**config.mk**
```make
export PLATFORM = sky130hd
export DESIGN_NAME = hpgc_top
export DESIGN_NICKNAME = d
export VERILOG_FILES = /design/src/hpgc_pkg.sv /design/src/hpgc_top.sv
export SDC_FILE = /design/constraint.sdc
export NUM_CORES = 1
export LEC_CHECK = 0
export BUFFER_PORTS_ARGS = -buffer_cell sky130_fd_sc_hd__buf_2
export CORE_ASPECT_RATIO = 0.5
export CORE_MARGIN = 10
export CORE_UTILIZATION = 47
export DETAILED_ROUTE_END_ITERATION = 8
export PLACE_DENSITY = 0.84
export SLEW_MARGIN = 25
export SYNTH_ARGS = -nofsm -noshare
export SYNTH_HDL_FRONTEND = slang
export SYNTH_SLANG_ARGS = --single-unit
```
**constraint.sdc**
```tcl
create_clock -name clk_i -period 1.6 [get_ports clk_i]
set_input_delay 0.32 -clock clk_i [delete_from_list [all_inputs] [get_ports clk_i]]
set_output_delay 0.32 -clock clk_i [all_outputs]
set_load 0.01 [all_outputs]
```
**src/hpgc_pkg.sv**
```systemverilog
// Package of constants and carrier types for the host port pin GPIO controller.
`default_nettype none

package hpgc_pkg;

	////////////////////////////////////////////////////////////////////////////
	// Bus geometry.
	localparam int unsigned ADR_W  = 8;
	localparam int unsigned DAT_W  = 32;
	localparam int unsigned REG_W  = 16;
	localparam int unsigned CTRL_N = 9;
	localparam int unsigned ADDR_N = 16;

	////////////////////////////////////////////////////////////////////////////
	// Register byte offsets.
	localparam logic [ADR_W-1:0] OFS_CTRL_DIR  = 8'h00;
	localparam logic [ADR_W-1:0] OFS_CTRL_DAT  = 8'h04;
	localparam logic [ADR_W-1:0] OFS_ADDR_DIR  = 8'h08;
	localparam logic [ADR_W-1:0] OFS_ADDR_DAT  = 8'h0C;
	localparam logic [ADR_W-1:0] OFS_IRQ_EN    = 8'h10;
	localparam logic [ADR_W-1:0] OFS_IRQ_INV   = 8'h14;
	localparam logic [ADR_W-1:0] OFS_EMU       = 8'h18;
	localparam logic [ADR_W-1:0] OFS_EVT_STAT  = 8'h1C;
	localparam logic [ADR_W-1:0] OFS_EVT_MASK  = 8'h20;

	////////////////////////////////////////////////////////////////////////////
	// Writable bits of each register; all else reads zero.
	localparam logic [REG_W-1:0] MASK_CTRL = 16'h01FF;
	localparam logic [REG_W-1:0] MASK_ADDR = 16'hFFFF;
	localparam logic [REG_W-1:0] MASK_IRQ  = 16'h0004;
	localparam logic [REG_W-1:0] MASK_EMU  = 16'h0003;
	localparam logic [REG_W-1:0] MASK_EVT  = 16'h0007;
	localparam logic [REG_W-1:0] REG_RST   = 16'h0000;

	////////////////////////////////////////////////////////////////////////////
	// Field positions.
	localparam int unsigned B_HOST_IRQ   = 8;
	localparam int unsigned B_CTL_A      = 7;
	localparam int unsigned B_CTL_B      = 6;
	localparam int unsigned B_BYTE_ID    = 5;
	localparam int unsigned B_RD_WR      = 4;
	localparam int unsigned B_STROBE_TWO = 3;
	localparam int unsigned B_STROBE_ONE = 2;
	localparam int unsigned B_CHIP_SEL   = 1;
	localparam int unsigned B_ADDR_STB   = 0;
	localparam int unsigned B_IRQ_STB    = 2;
	localparam int unsigned B_EMU_FREE   = 0;
	localparam int unsigned B_EMU_SOFT   = 1;
	localparam int unsigned B_EV_STB     = 0;
	localparam int unsigned B_EV_HOST    = 1;
	localparam int unsigned B_EV_HALT    = 2;
	// Bits of the GPIO enable word supplied by the neighbouring enable register.
	localparam int unsigned EN_STROBES   = 0;
	localparam int unsigned EN_CTL       = 1;
	localparam int unsigned EN_ADDR_STB  = 2;
	localparam int unsigned EN_BYTE_ID   = 4;
	localparam int unsigned EN_HOST_IRQ  = 6;
	localparam int unsigned EN_ADDR_LO   = 11;
	localparam int unsigned EN_ADDR_HI   = 12;
	localparam int unsigned BANK_W       = 8;

	////////////////////////////////////////////////////////////////////////////
	// Pin drive carriers.
	typedef struct packed {
		logic [CTRL_N-1:0] out;
		logic [CTRL_N-1:0] oe;
	} hpgc_ctrl_drv_t;

	typedef struct packed {
		logic [ADDR_N-1:0] out;
		logic [ADDR_N-1:0] oe;
	} hpgc_addr_drv_t;

	typedef enum logic [1:0] {
		EMU_RUN,
		EMU_DRAIN,
		EMU_HALTED
	} hpgc_emu_state_t;

endpackage : hpgc_pkg

`default_nettype wire

```
**src/hpgc_top.sv**
```systemverilog
// Host port pin GPIO controller: control and address pin GPIO, strobe interrupt, emulation suspend.
`default_nettype none

////////////////////////////////////////////////////////////////////////////////
module hpgc_top
	import hpgc_pkg::*;
#(
	parameter bit HAS_ADDR_PINS = 1'b1
) (
	// Clock and reset.
	input  wire logic                clk_i,
	input  wire logic                rst_i,
	// Wishbone classic slave.
	input  wire logic                cyc_i,
	input  wire logic                stb_i,
	input  wire logic                we_i,
	input  wire logic [ADR_W-1:0]    adr_i,
	input  wire logic [DAT_W/8-1:0]  sel_i,
	input  wire logic [DAT_W-1:0]    dat_i,
	output var  logic [DAT_W-1:0]    dat_o,
	output var  logic                ack_o,
	// Configuration from neighbouring logic on this clock.
	input  wire logic [REG_W-1:0]    pin_gpio_enable_i,
	input  wire logic                mux_mode_i,
	input  wire logic                host_to_cpu_irq_bit_i,
	// Emulation and DMA handshake.
	input  wire logic                emu_suspend_i,
	input  wire logic                dma_busy_i,
	output var  logic                dma_halt_o,
	// Port pins.
	input  wire logic                port_enable_input_i,
	input  wire logic [CTRL_N-1:0]   ctrl_pins_i,
	output var  hpgc_ctrl_drv_t      ctrl_pins_o,
	input  wire logic [ADDR_N-1:0]   port_addr_pins_i,
	output var  hpgc_addr_drv_t      port_addr_pins_o,
	// Interrupts.
	output var  logic                cpu_irq_o,
	output var  logic                irq_o
);

	////////////////////////////////////////////////////////////////////////////
	// Registers and internal signals.
	logic [REG_W-1:0]  ctrl_dir_reg;
	logic [REG_W-1:0]  ctrl_dat_reg;
	logic [REG_W-1:0]  addr_dir_reg;
	logic [REG_W-1:0]  addr_dat_reg;
	logic [REG_W-1:0]  irq_en_reg;
	logic [REG_W-1:0]  irq_inv_reg;
	logic [REG_W-1:0]  emu_reg;
	logic [REG_W-1:0]  evt_stat_reg;
	logic [REG_W-1:0]  evt_mask_reg;
	logic [CTRL_N-1:0] ctrl_meta_reg;
	logic [CTRL_N-1:0] ctrl_sync_reg;
	logic [ADDR_N-1:0] addr_meta_reg;
	logic [ADDR_N-1:0] addr_sync_reg;
	logic              pena_meta_reg;
	logic              pena_sync_reg;
	logic              stb_req_reg;
	logic              host_bit_reg;
	hpgc_emu_state_t   emu_state_reg;
	hpgc_emu_state_t   emu_state_next;
	logic              bus_req;
	logic              bus_wr;
	logic [REG_W-1:0]  byte_mask;
	logic [REG_W-1:0]  wr_word;
	logic [CTRL_N-1:0] ctrl_avail;
	logic [ADDR_N-1:0] addr_avail;
	logic [REG_W-1:0]  ctrl_rd_val;
	logic [REG_W-1:0]  addr_rd_val;
	logic              stb_req;
	logic              ev_strobe;
	logic              ev_host;
	logic              ev_halt;
	logic [REG_W-1:0]  ev_vec;
	logic              addr_present;

	////////////////////////////////////////////////////////////////////////////
	// Pin synchronisers; the first stage feeds only the second.
	// Pins arrive with no relation to clk_i, so no logic may read the first
	// stage. The cost is two cycles of latency on every pin level, which
	// software sees as a short delay before a read shows a new level.
	always_ff @(posedge clk_i) begin
		if (rst_i) begin
			ctrl_meta_reg <= '0;
			ctrl_sync_reg <= '0;
			addr_meta_reg <= '0;
			addr_sync_reg <= '0;
			pena_meta_reg <= 1'b0;
			pena_sync_reg <= 1'b0;
		end else begin
			ctrl_meta_reg <= ctrl_pins_i;
			ctrl_sync_reg <= ctrl_meta_reg;
			addr_meta_reg <= port_addr_pins_i;
			addr_sync_reg <= addr_meta_reg;
			pena_meta_reg <= port_enable_input_i;
			pena_sync_reg <= pena_meta_reg;
		end
	end

	////////////////////////////////////////////////////////////////////////////
	// Bus decode. Only the CPU bus reaches these registers; no pin path writes them.
	// A request is masked while ack_o is high, so a master that keeps stb_i up
	// for one more cycle is never taken twice. Only the two low byte lanes
	// carry register bits; the upper half of the data bus is ignored.
	assign bus_req      = cyc_i & stb_i & ~ack_o;
	assign bus_wr       = bus_req & we_i;
	assign byte_mask    = {{BANK_W{sel_i[1]}}, {BANK_W{sel_i[0]}}};
	assign wr_word      = dat_i[REG_W-1:0];
	assign addr_present = HAS_ADDR_PINS;

	// Masked merge of a write into a register, honouring byte lanes and reserved bits.
	// Reserved bits are never stored, so they read zero whatever is written.
	function automatic logic [REG_W-1:0] merge(input logic [REG_W-1:0] old_val,
	                                           input logic [REG_W-1:0] keep);
		logic [REG_W-1:0] m;
		m = byte_mask & keep;
		return (old_val & ~m) | (wr_word & m);
	endfunction

	////////////////////////////////////////////////////////////////////////////
	// Per-pin availability: mode, bank enable and port enable conditions.
	// A pin that is not available keeps its register bits but is never driven.
	// The strobe group follows the synchronised port enable pin, so a host
	// that enables the port takes these pins back within three cycles.
	// The address strobe and byte-identify pins exist only in multiplexed mode.
	always_comb begin
		ctrl_avail                = '0;
		ctrl_avail[B_HOST_IRQ]    = pin_gpio_enable_i[EN_HOST_IRQ];
		ctrl_avail[B_CTL_A]       = pin_gpio_enable_i[EN_CTL];
		ctrl_avail[B_CTL_B]       = pin_gpio_enable_i[EN_CTL];
		ctrl_avail[B_BYTE_ID]     = pin_gpio_enable_i[EN_BYTE_ID] & mux_mode_i;
		ctrl_avail[B_ADDR_STB]    = pin_gpio_enable_i[EN_ADDR_STB] & mux_mode_i;
		ctrl_avail[B_RD_WR]       = pin_gpio_enable_i[EN_STROBES] & ~pena_sync_reg;
		ctrl_avail[B_STROBE_TWO]  = pin_gpio_enable_i[EN_STROBES] & ~pena_sync_reg;
		ctrl_avail[B_STROBE_ONE]  = pin_gpio_enable_i[EN_STROBES] & ~pena_sync_reg;
		ctrl_avail[B_CHIP_SEL]    = pin_gpio_enable_i[EN_STROBES] & ~pena_sync_reg;
	end

	// Address pins need their bank, non-multiplexed mode and a part that has them.
	// In multiplexed mode these pins do not exist, so both banks are held off.
	assign addr_avail = {{BANK_W{pin_gpio_enable_i[EN_ADDR_HI]}},
	                     {BANK_W{pin_gpio_enable_i[EN_ADDR_LO]}}}
	                    & {ADDR_N{~mux_mode_i & addr_present}};

	////////////////////////////////////////////////////////////////////////////
	// Direction and configuration registers.
	// Only the word address is decoded; the two low address bits are ignored.
	// On the variant without address pins, writes to their direction word
	// are dropped so that the location behaves as reserved.
	always_ff @(posedge clk_i) begin
		if (rst_i) begin
			ctrl_dir_reg <= REG_RST;
			addr_dir_reg <= REG_RST;
			irq_en_reg   <= REG_RST;
			irq_inv_reg  <= REG_RST;
			emu_reg      <= REG_RST;
			evt_mask_reg <= REG_RST;
		end else if (bus_wr) begin
			case ({adr_i[ADR_W-1:2], 2'b00})
				OFS_CTRL_DIR: ctrl_dir_reg <= merge(ctrl_dir_reg, MASK_CTRL);
				OFS_ADDR_DIR: begin
					if (addr_present) begin
						addr_dir_reg <= merge(addr_dir_reg, MASK_ADDR);
					end
				end
				OFS_IRQ_EN:   irq_en_reg   <= merge(irq_en_reg, MASK_IRQ);
				OFS_IRQ_INV:  irq_inv_reg  <= merge(irq_inv_reg, MASK_IRQ);
				OFS_EMU:      emu_reg      <= merge(emu_reg, MASK_EMU);
				OFS_EVT_MASK: evt_mask_reg <= merge(evt_mask_reg, MASK_EVT);
				default: ;
			endcase
		end
	end

	////////////////////////////////////////////////////////////////////////////
	// Data registers: only bits set as outputs accept a write.
	// An input bit keeps its stored value, so turning the pin back into an
	// output drives the last value written while it was an output.
	always_ff @(posedge clk_i) begin
		if (rst_i) begin
			ctrl_dat_reg <= REG_RST;
			addr_dat_reg <= REG_RST;
		end else if (bus_wr) begin
			if ({adr_i[ADR_W-1:2], 2'b00} == OFS_CTRL_DAT) begin
				ctrl_dat_reg <= merge(ctrl_dat_reg, MASK_CTRL & ctrl_dir_reg);
			end
			if (({adr_i[ADR_W-1:2], 2'b00} == OFS_ADDR_DAT) && addr_present) begin
				addr_dat_reg <= merge(addr_dat_reg, MASK_ADDR & addr_dir_reg);
			end
		end
	end

	////////////////////////////////////////////////////////////////////////////
	// Read views: output bits show the stored value, input bits the pin level.
	// Input bits show the level whether or not the pin is enabled for GPIO,
	// so software can watch a pin that the port still uses.
	assign ctrl_rd_val = ((ctrl_dat_reg & ctrl_dir_reg)
	                     | ({{(REG_W-CTRL_N){1'b0}}, ctrl_sync_reg} & ~ctrl_dir_reg)) & MASK_CTRL;
	assign addr_rd_val = addr_present
	                     ? ((addr_dat_reg & addr_dir_reg) | (addr_sync_reg & ~addr_dir_reg))
	                     : REG_RST;

	////////////////////////////////////////////////////////////////////////////
	// Pin drivers. A pin is driven only when it is an available GPIO output.
	// Value and enable are both registered, so a register write reaches the
	// pins one cycle later and the pins never glitch on decode.
	always_ff @(posedge clk_i) begin
		if (rst_i) begin
			ctrl_pins_o      <= '0;
			port_addr_pins_o <= '0;
		end else begin
			ctrl_pins_o.out      <= ctrl_dat_reg[CTRL_N-1:0];
			ctrl_pins_o.oe       <= ctrl_dir_reg[CTRL_N-1:0] & ctrl_avail;
			port_addr_pins_o.out <= addr_dat_reg;
			port_addr_pins_o.oe  <= addr_dir_reg & addr_avail;
		end
	end

	////////////////////////////////////////////////////////////////////////////
	// Strobe interrupt: a level request qualified by enable, mode and direction.
	// A pin set as output cannot interrupt, so software driving the strobe pin
	// itself never raises a request. The invert bit selects the active level.
	assign stb_req = irq_en_reg[B_IRQ_STB]
	                 & ctrl_avail[B_ADDR_STB]
	                 & ~ctrl_dir_reg[B_ADDR_STB]
	                 & (ctrl_sync_reg[B_ADDR_STB] ~^ irq_inv_reg[B_IRQ_STB]);

	// The request is edge-detected so a held level raises one interrupt, like the host bit.
	always_ff @(posedge clk_i) begin
		if (rst_i) begin
			stb_req_reg  <= 1'b0;
			host_bit_reg <= 1'b0;
		end else begin
			stb_req_reg  <= stb_req;
			host_bit_reg <= host_to_cpu_irq_bit_i;
		end
	end

	assign ev_strobe = stb_req & ~stb_req_reg;
	assign ev_host   = host_to_cpu_irq_bit_i & ~host_bit_reg;

	// One shared CPU interrupt pulse for both sources.
	// Two events in one cycle give the CPU a single pulse; the status bits
	// tell the two causes apart.
	always_ff @(posedge clk_i) begin
		if (rst_i) begin
			cpu_irq_o <= 1'b0;
		end else begin
			cpu_irq_o <= ev_strobe | ev_host;
		end
	end

	////////////////////////////////////////////////////////////////////////////
	// Emulation suspend. Soft stop waits for current transfers to drain.
	// The free bit wins over the soft bit. Leaving suspend, setting free or
	// clearing soft releases the halt at once, even while draining.
	always_comb begin
		emu_state_next = emu_state_reg;
		case (emu_state_reg)
			EMU_RUN: begin
				if (emu_suspend_i && !emu_reg[B_EMU_FREE] && emu_reg[B_EMU_SOFT]) begin
					emu_state_next = EMU_DRAIN;
				end
			end
			EMU_DRAIN: begin
				if (!emu_suspend_i || emu_reg[B_EMU_FREE] || !emu_reg[B_EMU_SOFT]) begin
					emu_state_next = EMU_RUN;
				end else if (!dma_busy_i) begin
					emu_state_next = EMU_HALTED;
				end
			end
			EMU_HALTED: begin
				if (!emu_suspend_i || emu_reg[B_EMU_FREE] || !emu_reg[B_EMU_SOFT]) begin
					emu_state_next = EMU_RUN;
				end
			end
			default: emu_state_next = EMU_RUN;
		endcase
	end

	always_ff @(posedge clk_i) begin
		if (rst_i) begin
			emu_state_reg <= EMU_RUN;
			dma_halt_o    <= 1'b0;
		end else begin
			emu_state_reg <= emu_state_next;
			dma_halt_o    <= (emu_state_next == EMU_HALTED);
		end
	end

	assign ev_halt = (emu_state_next == EMU_HALTED) && (emu_state_reg != EMU_HALTED);

	////////////////////////////////////////////////////////////////////////////
	// Event status: sticky, write one to clear, a new event wins over its clear.
	// Letting the event win means a clear that races a new event loses nothing.
	always_comb begin
		ev_vec              = '0;
		ev_vec[B_EV_STB]    = ev_strobe;
		ev_vec[B_EV_HOST]   = ev_host;
		ev_vec[B_EV_HALT]   = ev_halt;
	end

	always_ff @(posedge clk_i) begin
		if (rst_i) begin
			evt_stat_reg <= REG_RST;
		end else if (bus_wr && ({adr_i[ADR_W-1:2], 2'b00} == OFS_EVT_STAT)) begin
			evt_stat_reg <= ((evt_stat_reg & ~(wr_word & byte_mask)) | ev_vec) & MASK_EVT;
		end else begin
			evt_stat_reg <= (evt_stat_reg | ev_vec) & MASK_EVT;
		end
	end

	// Level interrupt, one cycle behind the status it reflects.
	// Registering it keeps the output free of decode glitches at the cost
	// of one cycle of latency.
	always_ff @(posedge clk_i) begin
		if (rst_i) begin
			irq_o <= 1'b0;
		end else begin
			irq_o <= |(evt_stat_reg & evt_mask_reg);
		end
	end

	////////////////////////////////////////////////////////////////////////////
	// Bus answer: ack one cycle after the request, dropped the next cycle.
	// Unmapped and reserved addresses read zero and ignore writes.
	// Read data is zero outside the acknowledge cycle, so a bus that ORs the
	// read data of several slaves never sees a stale value.
	always_ff @(posedge clk_i) begin
		if (rst_i) begin
			ack_o <= 1'b0;
			dat_o <= '0;
		end else begin
			ack_o <= bus_req;
			dat_o <= '0;
			if (bus_req && !we_i) begin
				case ({adr_i[ADR_W-1:2], 2'b00})
					OFS_CTRL_DIR: dat_o <= {16'h0000, ctrl_dir_reg};
					OFS_CTRL_DAT: dat_o <= {16'h0000, ctrl_rd_val};
					OFS_ADDR_DIR: dat_o <= {16'h0000, addr_present ? addr_dir_reg : REG_RST};
					OFS_ADDR_DAT: dat_o <= {16'h0000, addr_rd_val};
					OFS_IRQ_EN:   dat_o <= {16'h0000, irq_en_reg};
					OFS_IRQ_INV:  dat_o <= {16'h0000, irq_inv_reg};
					OFS_EMU:      dat_o <= {16'h0000, emu_reg};
					OFS_EVT_STAT: dat_o <= {16'h0000, evt_stat_reg};
					OFS_EVT_MASK: dat_o <= {16'h0000, evt_mask_reg};
					default:      dat_o <= '0;
				endcase
			end
		end
	end

endmodule // hpgc_top

`default_nettype wire

```
==> results of run 1 <==
[how the worst min path moves through the flow]
stage,cells past startpoint,start,to
after floorplan,1,addr_meta_reg[0],addr_sync_reg[0]
final,2,ctrl_pins_i[6],ctrl_meta_reg[6]
after global placement,1,addr_meta_reg[9],addr_sync_reg[9]
after detailed placement,1,addr_meta_reg[3],addr_sync_reg[3]
after global routing,2,port_addr_pins_i[14],addr_meta_reg[14]
after CTS,2,ctrl_pins_i[2],ctrl_meta_reg[2]
[through the flow]
stage | hold slack, ns | worst slack [ns] | cell area [um2]
after detailed placement | 0.420 | -0.185 | 7730
after global routing | 0.105 | -0.00159 | 8350
final | 0.0930 | 0.0333 | 8350
after CTS | 0.0927 | 0.00232 | 8340
after global placement | 0.418 | -0.143 | 7730
after floorplan | 0.414 | -0.0884 | 6740
[timing repair]
| item | 4_1_cts | 5_1_grt |
|---|---|---|
| pin swaps | 0 | 0 |
| setup endpoints to repair | 1 | 8 |
| cloned | 1 | 0 |
| resized for setup | 0 | 2 |
[layout make-up]
type	count	area (um2)	share of cell area [%]
Sequential cell	186	3720	44.6
Multi-Input combinational cell	420	2640	31.6
Timing Repair Buffer	178	1090	13.1
Clock buffer	21	470	5.63
Tap cell	192	240	2.88
Clock inverter	11	110	1.32
Inverter	19	71.3	0.854
Antenna cell	2	5.00	0.0599
[cells by family (layout without fill, tap and decap cells)]
logic type / after synthesis / count (layout) / share of synthesized area [%]
buffers and inverters: 69 / 229 / 5.31
multiplexers: 47 / 47 / 7.91
AND/OR/NAND/NOR: 274 / 274 / 23.1
flip-flops: 186 / 186 / 56.0
other: 1 / 18 / 0.0564
XOR/XNOR: 1 / 1 / 0.132
AO/OA/AOI/OAI: 82 / 82 / 7.42
[metal layers]
layer / wire length (um) / vias to the layer above / track usage [%] / part of all wire (%)
li1: - / 2545 / - / -
met1: 7180 / 2499 / 20.2 / 40
met5: 0 / - / 0 / 0
met2: 8690 / 259 / 30.0 / 49
met4: 537 / 0 / 8.23 / 3.0
met3: 1520 / 54 / 4.52 / 8.5
[worst max-delay path, stage by stage (launching register included)]
cell	delay [ns]
dfxtp_2	0.34
and4b_1	0.28
and2_2	0.20
buf_12	0.18
nand3_1	0.12
mux2_4	0.32
[cell usage in the layout (no fill, tap or decap), types with 3 or more instances in the layout]
master,n
buf_2,134
mux2_4,5
and2_1,20
buf_12,5
nor3_1,7
mux2_2,27
buf_4,37
nand3_1,43
nand3b_1,6
clkbuf_16,17
a22oi_1,9
clkbuf_8,3
conb_1,16
nand4_1,6
inv_6,3
nor3b_1,3
and3_1,5
dfxtp_1,185
mux2i_1,15
a31o_2,3
nand2_1,43
nor2b_1,85
nor2_1,34
a31oi_1,19
inv_1,19
nand4b_1,3
a21oi_1,45
[power by group through the flow]
| stage | Clock [W] | Combinational, W | Sequential, W |
|---|---|---|---|
| 2_1_floorplan | 0 | 0.000248 | 0.00481 |
| 3_3_place_gp | 0 | 0.000397 | 0.00482 |
| 3_5_place_dp | 0 | 0.000409 | 0.00482 |
| 4_1_cts | 0.00414 | 0.000420 | 0.00472 |
| 5_1_grt | 0.00434 | 0.000464 | 0.00472 |
| 6_report | 0.00410 | 0.000427 | 0.00472 |
==> run summary, run 1 <==
status = finished clean
crit-path max FO = 21
startpoint types = flop
Fin Clk Skew = 0.00763 ns
Top-Level Pins = 181
global-route usage over all layers = 17.6%
most instantiated cells after synthesis = 186 x dfxtp_1, 85 x nor2b_1, 45 x a21oi_1
most common cell in the synthesized netlist = dfxtp_1
ys flop type = dfxtp_1
# port buffers = 135
Initial Util = 48.5%
Post-DP HPWL = 12500 um
FFs w/ async S/R, synth = 0%
Die Wd = 188 um
first-pass detailed-route iteration total = 5
total internal power = 0.00717 W
Unique masters post-synth = 48
critical setup path kind = flop to flop
nature of the critical path endpoint = flop
crit share post-route = 97.9%
leakage = 3.61 nW
total of max-cap violations = 0
sw frac = 22.4%
worst vdd ir = 761 uV
H-tree lvl count = 4
DRC = 0
Slew Viols, Final = 0
CP arrival = 1.88 ns
Via Count = 5357
post-CTS setup buffer count = 0
main area contributors after synthesis = dfxtp_1 56%, nor2b_1 8.0%, mux2_2 4.7%
hold buffers post-CTS = 0
CTS tree = built
min Tclk post-route = 1.57 ns
antenna violations before repair = 2
total gr overflow = 0
setup violators final = 0
vias in the first global route = 5305
combinational share of power = 4.6%
R2R Setup Slk = 0.03 ns
final setup TNS = 0 ns
Routed WL = 17900 um
Yosys reg bits = 186
Die H = 104 um
CTS sink count = 186
mean post-synth cell area = 10.1 um2
fin nets = 917
fin cells = 1029
CTS Root Cell = clkbuf_16
Post-Route Utilization = 61.0%
largest net degree at the start of global routing = 54
share of cells above drive strength 1 = 30.5%
number of synthesized flops with an enable pin = 0
Critical Path Start = ack_o
Reg power frac = 51.0%
area share of the leading cell type in the synthesized netlist = 56.0%
CTS max path bufs = 2
launching point of the worst reg2reg path = ack_o
initial DRC count = 431
routability cong. = 0.832
global-route wire length before repair = 27800 um
DRT antenna net count = 0
worst-skew pair later-pin latency = 0.43 ns
Filler cells = 1056
Post-Syn Instances = 660
Synth warnings = 0
HP Class = primary input to flop
clock share of power = 44.4%
pwr/cell area = 1110 nW/um2
Syn-to-layout area delta = 25.7%
Core ar. = 13700 um2
Critical Path RT = 1.91 ns
Num CTS Buffers = 17
full die area = 19600 um2
Final Hold Viols = 0
Routed WL per cell = 17.4 um
row cnt = 30
leading area contributor after synthesis = dfxtp_1
cell area after synthesis = 6640 um2
Reg clk slew, reported paths = 0.07 ns
Tot Pwr = 0.00925 W
Net Sw Power = 0.00207 W
achievable frequency = 0.638 GHz
sequential fraction of the synthesis area = 56.0%
DP Cell Count = 994
Via density = 5.21
worst r2r path cells = 5
(Power assumes the default switching activity.)
==> run 2: changes to the inputs <==
==> constraint.sdc (replaced) <==
create_clock -name clk_i -period 1.6 [get_ports clk_i]
set_input_delay 0.08 -clock clk_i [delete_from_list [all_inputs] [get_ports clk_i]]
set_output_delay 0.08 -clock clk_i [all_outputs]
set_load 0.01 [all_outputs]
==> run 2 against run 1 <==
Compared with the run above:
- register-to-register slack hardly changed
- sequential power hardly changed
- worst setup slack better by 0.015 ns
- via count is 5.7% higher
- sequential share of layout area is 2.5 points lower
- fmax is 0.96% higher
- total power is 7.2% higher
- clock power is 14% higher
==> run summary, run 2 (synthesis results as in run 1) <==
Slew Viols, Final = 0 (unchanged)
antenna violations before repair = 2 (unchanged)
CP arrival = 1.87 ns (about the same)
global-route usage over all layers = 19.5% (+1.9 points)
routability cong. = 0.840 (+0.97%)
pwr/cell area = 1120 nW/um2 (+1.3%)
Die Wd = 188 um (unchanged)
critical setup path kind = flop to flop
min Tclk post-route = 1.55 ns (-0.0150 ns)
DRT antenna net count = 0 (unchanged)
Routed WL per cell = 18.9 um (+8.5%)
Top-Level Pins = 181 (unchanged)
post-route cell area = 8840 um2 (+5.8%)
Syn-to-layout area delta = 33.0%
share of cells above drive strength 1 = 27.8% (-2.7 points)
CTS Root Cell = clkbuf_16
Via Count = 5664 (+5.7%)
Via density = 5.28 (+1.5%)
DRC = 0 (unchanged)
most common cell after layout, fill and taps aside = dfxtp_1
vias in the first global route = 5804 (+9.4%)
fin cells = 1072 (+4.2%)
Fin Hold WS = 0.0859 ns (-0.00708 ns)
Routed WL = 20300 um (+13%)
Filler cells = 924 (-13%)
CTS tree = built
Multi-input gate area = 2630 um2 (-0.43%)
Core ar. = 13700 um2 (unchanged)
global-route wire length before repair = 30800 um (+11%)
RSZ-0062 raised after global routing = no
Num CTS Buffers = 17 (unchanged)
total gr overflow = 0 (unchanged)
worst-skew pair later-pin latency = 0.43 ns (about the same)
crit-path max FO = 10 (-52%)
fin nets = 960 (+4.7%)
CTS max path bufs = 2 (unchanged)
worst vdd ir = 801 uV (+5.3%)
full die area = 19600 um2 (unchanged)
Critical Path RT = 1.92 ns (about the same)
largest net degree at the start of global routing = 79 (+46%)
crit share post-route = 97.0% (-0.94 points)
Final Hold Viols = 0 (unchanged)
initial DRC count = 636 (+48%)
leakage = 3.81 nW (+5.5%)
Fin Clk Skew = 0.00641 ns (-0.00122 ns)
status = finished clean
HP Class = primary input to flop
# port buffers = 135 (unchanged)
FF/Latch Area = 3720 um2 (unchanged)
row cnt = 30 (unchanged)
Die H = 104 um (unchanged)
total of max-cap violations = 0 (unchanged)
first-pass detailed-route iteration total = 5 (unchanged)
final setup TNS = 0 ns (unchanged)
nature of the critical path endpoint = flop
achievable frequency = 0.644 GHz (+0.96%)
H-tree lvl count = 4 (unchanged)
startpoint types = flop
CTS sink count = 186 (unchanged)
most frequent cells in the layout = 185 x dfxtp_1, 134 x buf_2, 85 x nor2b_1, 51 x dlygate4sd3_1, 45 x a21oi_1
Reg clk slew, reported paths = 0.07 ns (about the same)
area post-placement = 7620 um2 (-1.5%)
Initial Util = 48.5% (unchanged)
setup violators final = 0 (unchanged)
Tot Pwr = 0.00991 W (+7.2%)
Post-DP HPWL = 12300 um (-1.6%)
DP Cell Count = 984 (-1.0%)
[run 2: worst max-delay path, stage by stage, from the launching register on]
cell,delay [ns]
dfxtp_2,0.33
and4b_1,0.31
and2_4,0.23
clkbuf_16,0.18
nand3_1,0.10
mux2_2,0.29
[run 2: final timing paths]
path | cells after the start | startpoint | endpoint | slack, ns
setup / recovery | 5 | ack_o | flop | 0.05
hold / removal | 3 | mux_mode_i | stb_req_reg | 0.09
setup reg to reg | 5 | ack_o | flop | 0.05
hold reg to reg | 1 | ctrl_meta_reg[5] | ctrl_sync_reg[5] | 0.44
[run 2: power by group]
part	switching, W	internal [W]	total, W	leakage (nW)
sequential	0.0000198	0.00469	0.00471	1.51
combinational	0.000273	0.000252	0.000526	1.98
clock	0.00187	0.00281	0.00467	0.316
[run 2: cell type report]
cell class / instances / area share [%]
Multi-Input combinational cell: 420 / 29.7
Clock buffer: 20 / 4.94
Timing Repair Buffer: 221 / 17.2
Sequential cell: 186 / 42.1
Antenna cell: 2 / 0.0566
Clock inverter: 12 / 2.38
Tap cell: 192 / 2.72
Inverter: 19 / 0.807
[run 2: metrics by stage]
step	utilization, %	setup slack, ns
after floorplan	-	0.000442
after global placement	55.6	0.0873
after detailed placement	55.6	0.0539
after CTS	64.0	0.0192
after global routing	64.5	0.00762
final	64.5	0.0482
[run 2: what timing repair did]
item | 4_1_cts | 5_1_grt
endpoints found under the hold margin | 62 | 0
gates resized for setup | 0 | 2
hold buffers | 51 | 0
setup endpoints to repair | 0 | 25
buffers inserted | 0 | 1
[run 2: layer usage]
layer  part of all wire [%]  vias up  global-route usage, %
met5                      0        -                      0
met4                    4.4        0                   10.9
met3                    7.8       89                   4.38
met2                     48      334                   32.9
met1                     39     2622                   22.3
li1                       -     2619                      -
==> run 3: changes to the inputs <==
- CORE_UTILIZATION: 47 -> 55
- PLACE_DENSITY: 0.84 -> 0.91
- clock period: 1.6 -> 1.95 ns (I/O delays scaled with it)
==> run 3 against run 2 <==
Compared with the run above:
- die area down 12%
- worst setup slack better by 0.023 ns
- register-to-register slack improved by 0.04 ns
- critical path type is now primary input to flop
==> run summary, run 3 (synthesis results as in run 1) <==
fin nets = 942 (-1.9%)
global-route usage over all layers = 22.9% (+3.5 points)
post-CTS setup buffer count = 0 (unchanged)
Critical Path RT = 2.29 ns (+0.37 ns)
Initial Util = 56.3% (+7.8 points)
min Tclk post-route = 1.88 ns
Fin Clk Skew = 0.00886 ns (+0.00245 ns)
Num CTS Buffers = 17 (unchanged)
Routed WL = 21000 um (+3.4%)
largest net degree at the start of global routing = 43 (-46%)
CTS sink count = 186 (unchanged)
crit-path max FO = 9 (-1)
crit path cell chain = dlygate4sd3_1 -> buf_2 -> nand2_1 -> dlygate4sd3_1 -> nor3_1 -> nand3_1 -> buf_4 -> a21oi_1
final setup TNS = 0 ns (unchanged)
most frequent cells in the layout = 186 x dfxtp_1, 134 x buf_2, 85 x nor2b_1, 48 x dlygate4sd3_1, 45 x a21oi_1
Post-DP HPWL = 12400 um (+1.3%)
share of cells above drive strength 1 = 26.6% (-1.2 points)
Routed WL per cell = 20.4 um (+7.9%)
crit share post-route = 96.4%
Fin Hold WS = 0.00260 ns (-0.0833 ns)
Die H = 97.7 um (-6.1%)
Top-Level Pins = 181 (unchanged)
slowest cell delay on critical path = 0.55 ns (+0.22 ns)
Slew @ Worst Pin = 0.828 ns
pwr/cell area = 939 nW/um2 (-16%)
# port buffers = 135 (unchanged)
routability cong. = 0.903 (+7.4%)
status = finished clean
Reg clk slew, reported paths = 0.07 ns (about the same)
worst vdd ir = 560 uV (-30%)
worst-skew pair later-pin latency = 0.43 ns (about the same)
initial DRC count = 728 (+14%)
first-pass detailed-route iteration total = 6 (+1)
Via Count = 5830 (+2.9%)
DRT antenna net count = 0 (unchanged)
RSZ-0062 raised after global routing = no
Via density = 5.68 (+7.4%)
nature of the critical path endpoint = flop
vias in the first global route = 5870 (+1.1%)
startpoint types = primary input
Rel. slew slack = 44.0%
total of max-cap violations = 0 (unchanged)
DRC = 0 (unchanged)
CP arrival = 2.22 ns (+0.35 ns)
leakage = 3.71 nW (-2.7%)
setup violators final = 0 (unchanged)
CTS max path bufs = 2 (unchanged)
total gr overflow = 0 (unchanged)
most common cell after layout, fill and taps aside = dfxtp_1
Final Hold Viols = 0 (unchanged)
# resized after CTS = 0 (unchanged)
Post-Route Utilization = 73.0% (+8.4 points)
global-route wire length before repair = 31500 um (+2.3%)
achievable frequency = 0.532 GHz
Slew Viols, Final = 0 (unchanged)
row cnt = 28 (-6.7%)
CTS Root Cell = clkbuf_16
Core ar. = 11800 um2 (-14%)
antenna violations before repair = 2 (unchanged)
full die area = 17100 um2 (-12%)
CTS tree = built
critical setup path kind = primary input to flop
CP delay by family, top = buffers and inverters
HP Class = primary input to flop
most frequent CP cell = dlygate4sd3_1
H-tree lvl count = 4 (unchanged)
critical path buffer and inverter count = 4 (+3)
Die Wd = 175 um (-6.8%)
critical path's slowest cell = dlygate4sd3_1
Syn-to-layout area delta = 29.6%
[run 3: where the power goes]
part	switching (W)	internal, W
Combinational	0.000226	0.000188
Clock	0.00147	0.00233
Sequential	0.0000176	0.00385
[run 3: per-stage QoR]
| stage | std cells | instance area [um2] | setup WS (ns) | power (W) |
|---|---|---|---|---|
| floorplan | 675 | 6700 | 0.267 | 0.00415 |
| global placement | 945 | 7470 | 0.214 | 0.00425 |
| CTS | 1025 | 8600 | 0.209 | 0.00805 |
| detailed placement | 945 | 7470 | -0.0401 | 0.00426 |
| finish | 1027 | 8610 | 0.0712 | 0.00808 |
| global route | 1027 | 8610 | 0.0136 | 0.00824 |
[run 3: layout make-up]
type / instances / area [um2]
diodes: 2 / 5.00
clock buffers: 24 / 502
clock inverters: 8 / 155
fillers: 683 / 3190
inverters: 19 / 71.3
multi-input cells: 420 / 2630
flip-flops and latches: 186 / 3720
well taps: 165 / 206
repair buffers: 203 / 1320
[run 3: timing repair]
action | in CTS | in global routing
hold buffers | 48 | 0
endpoints found under the setup margin | 0 | 0
hold endpoints to repair | 58 | 0
[run 3: routing by layer]
layer	global-route usage [%]	share of wire (%)
met2	39.2	49
met4	14.3	5.7
met3	5.93	9.4
met1	25.1	36
met5	0	0
[run 3: path summary, 6_finish.rpt]
check / from / to / slack, ns / cells after the start
worst max-delay path: stb_i / dat_o[2] / 0.07 / 8
worst min-delay path: pin_gpio_enable_i[2] / ctrl_pins_o[0] / 0.003 / 2
worst max register to register: ack_o / flop / 0.09 / 5
worst min register to register: ctrl_meta_reg[5] / ctrl_sync_reg[5] / 0.43 / 1
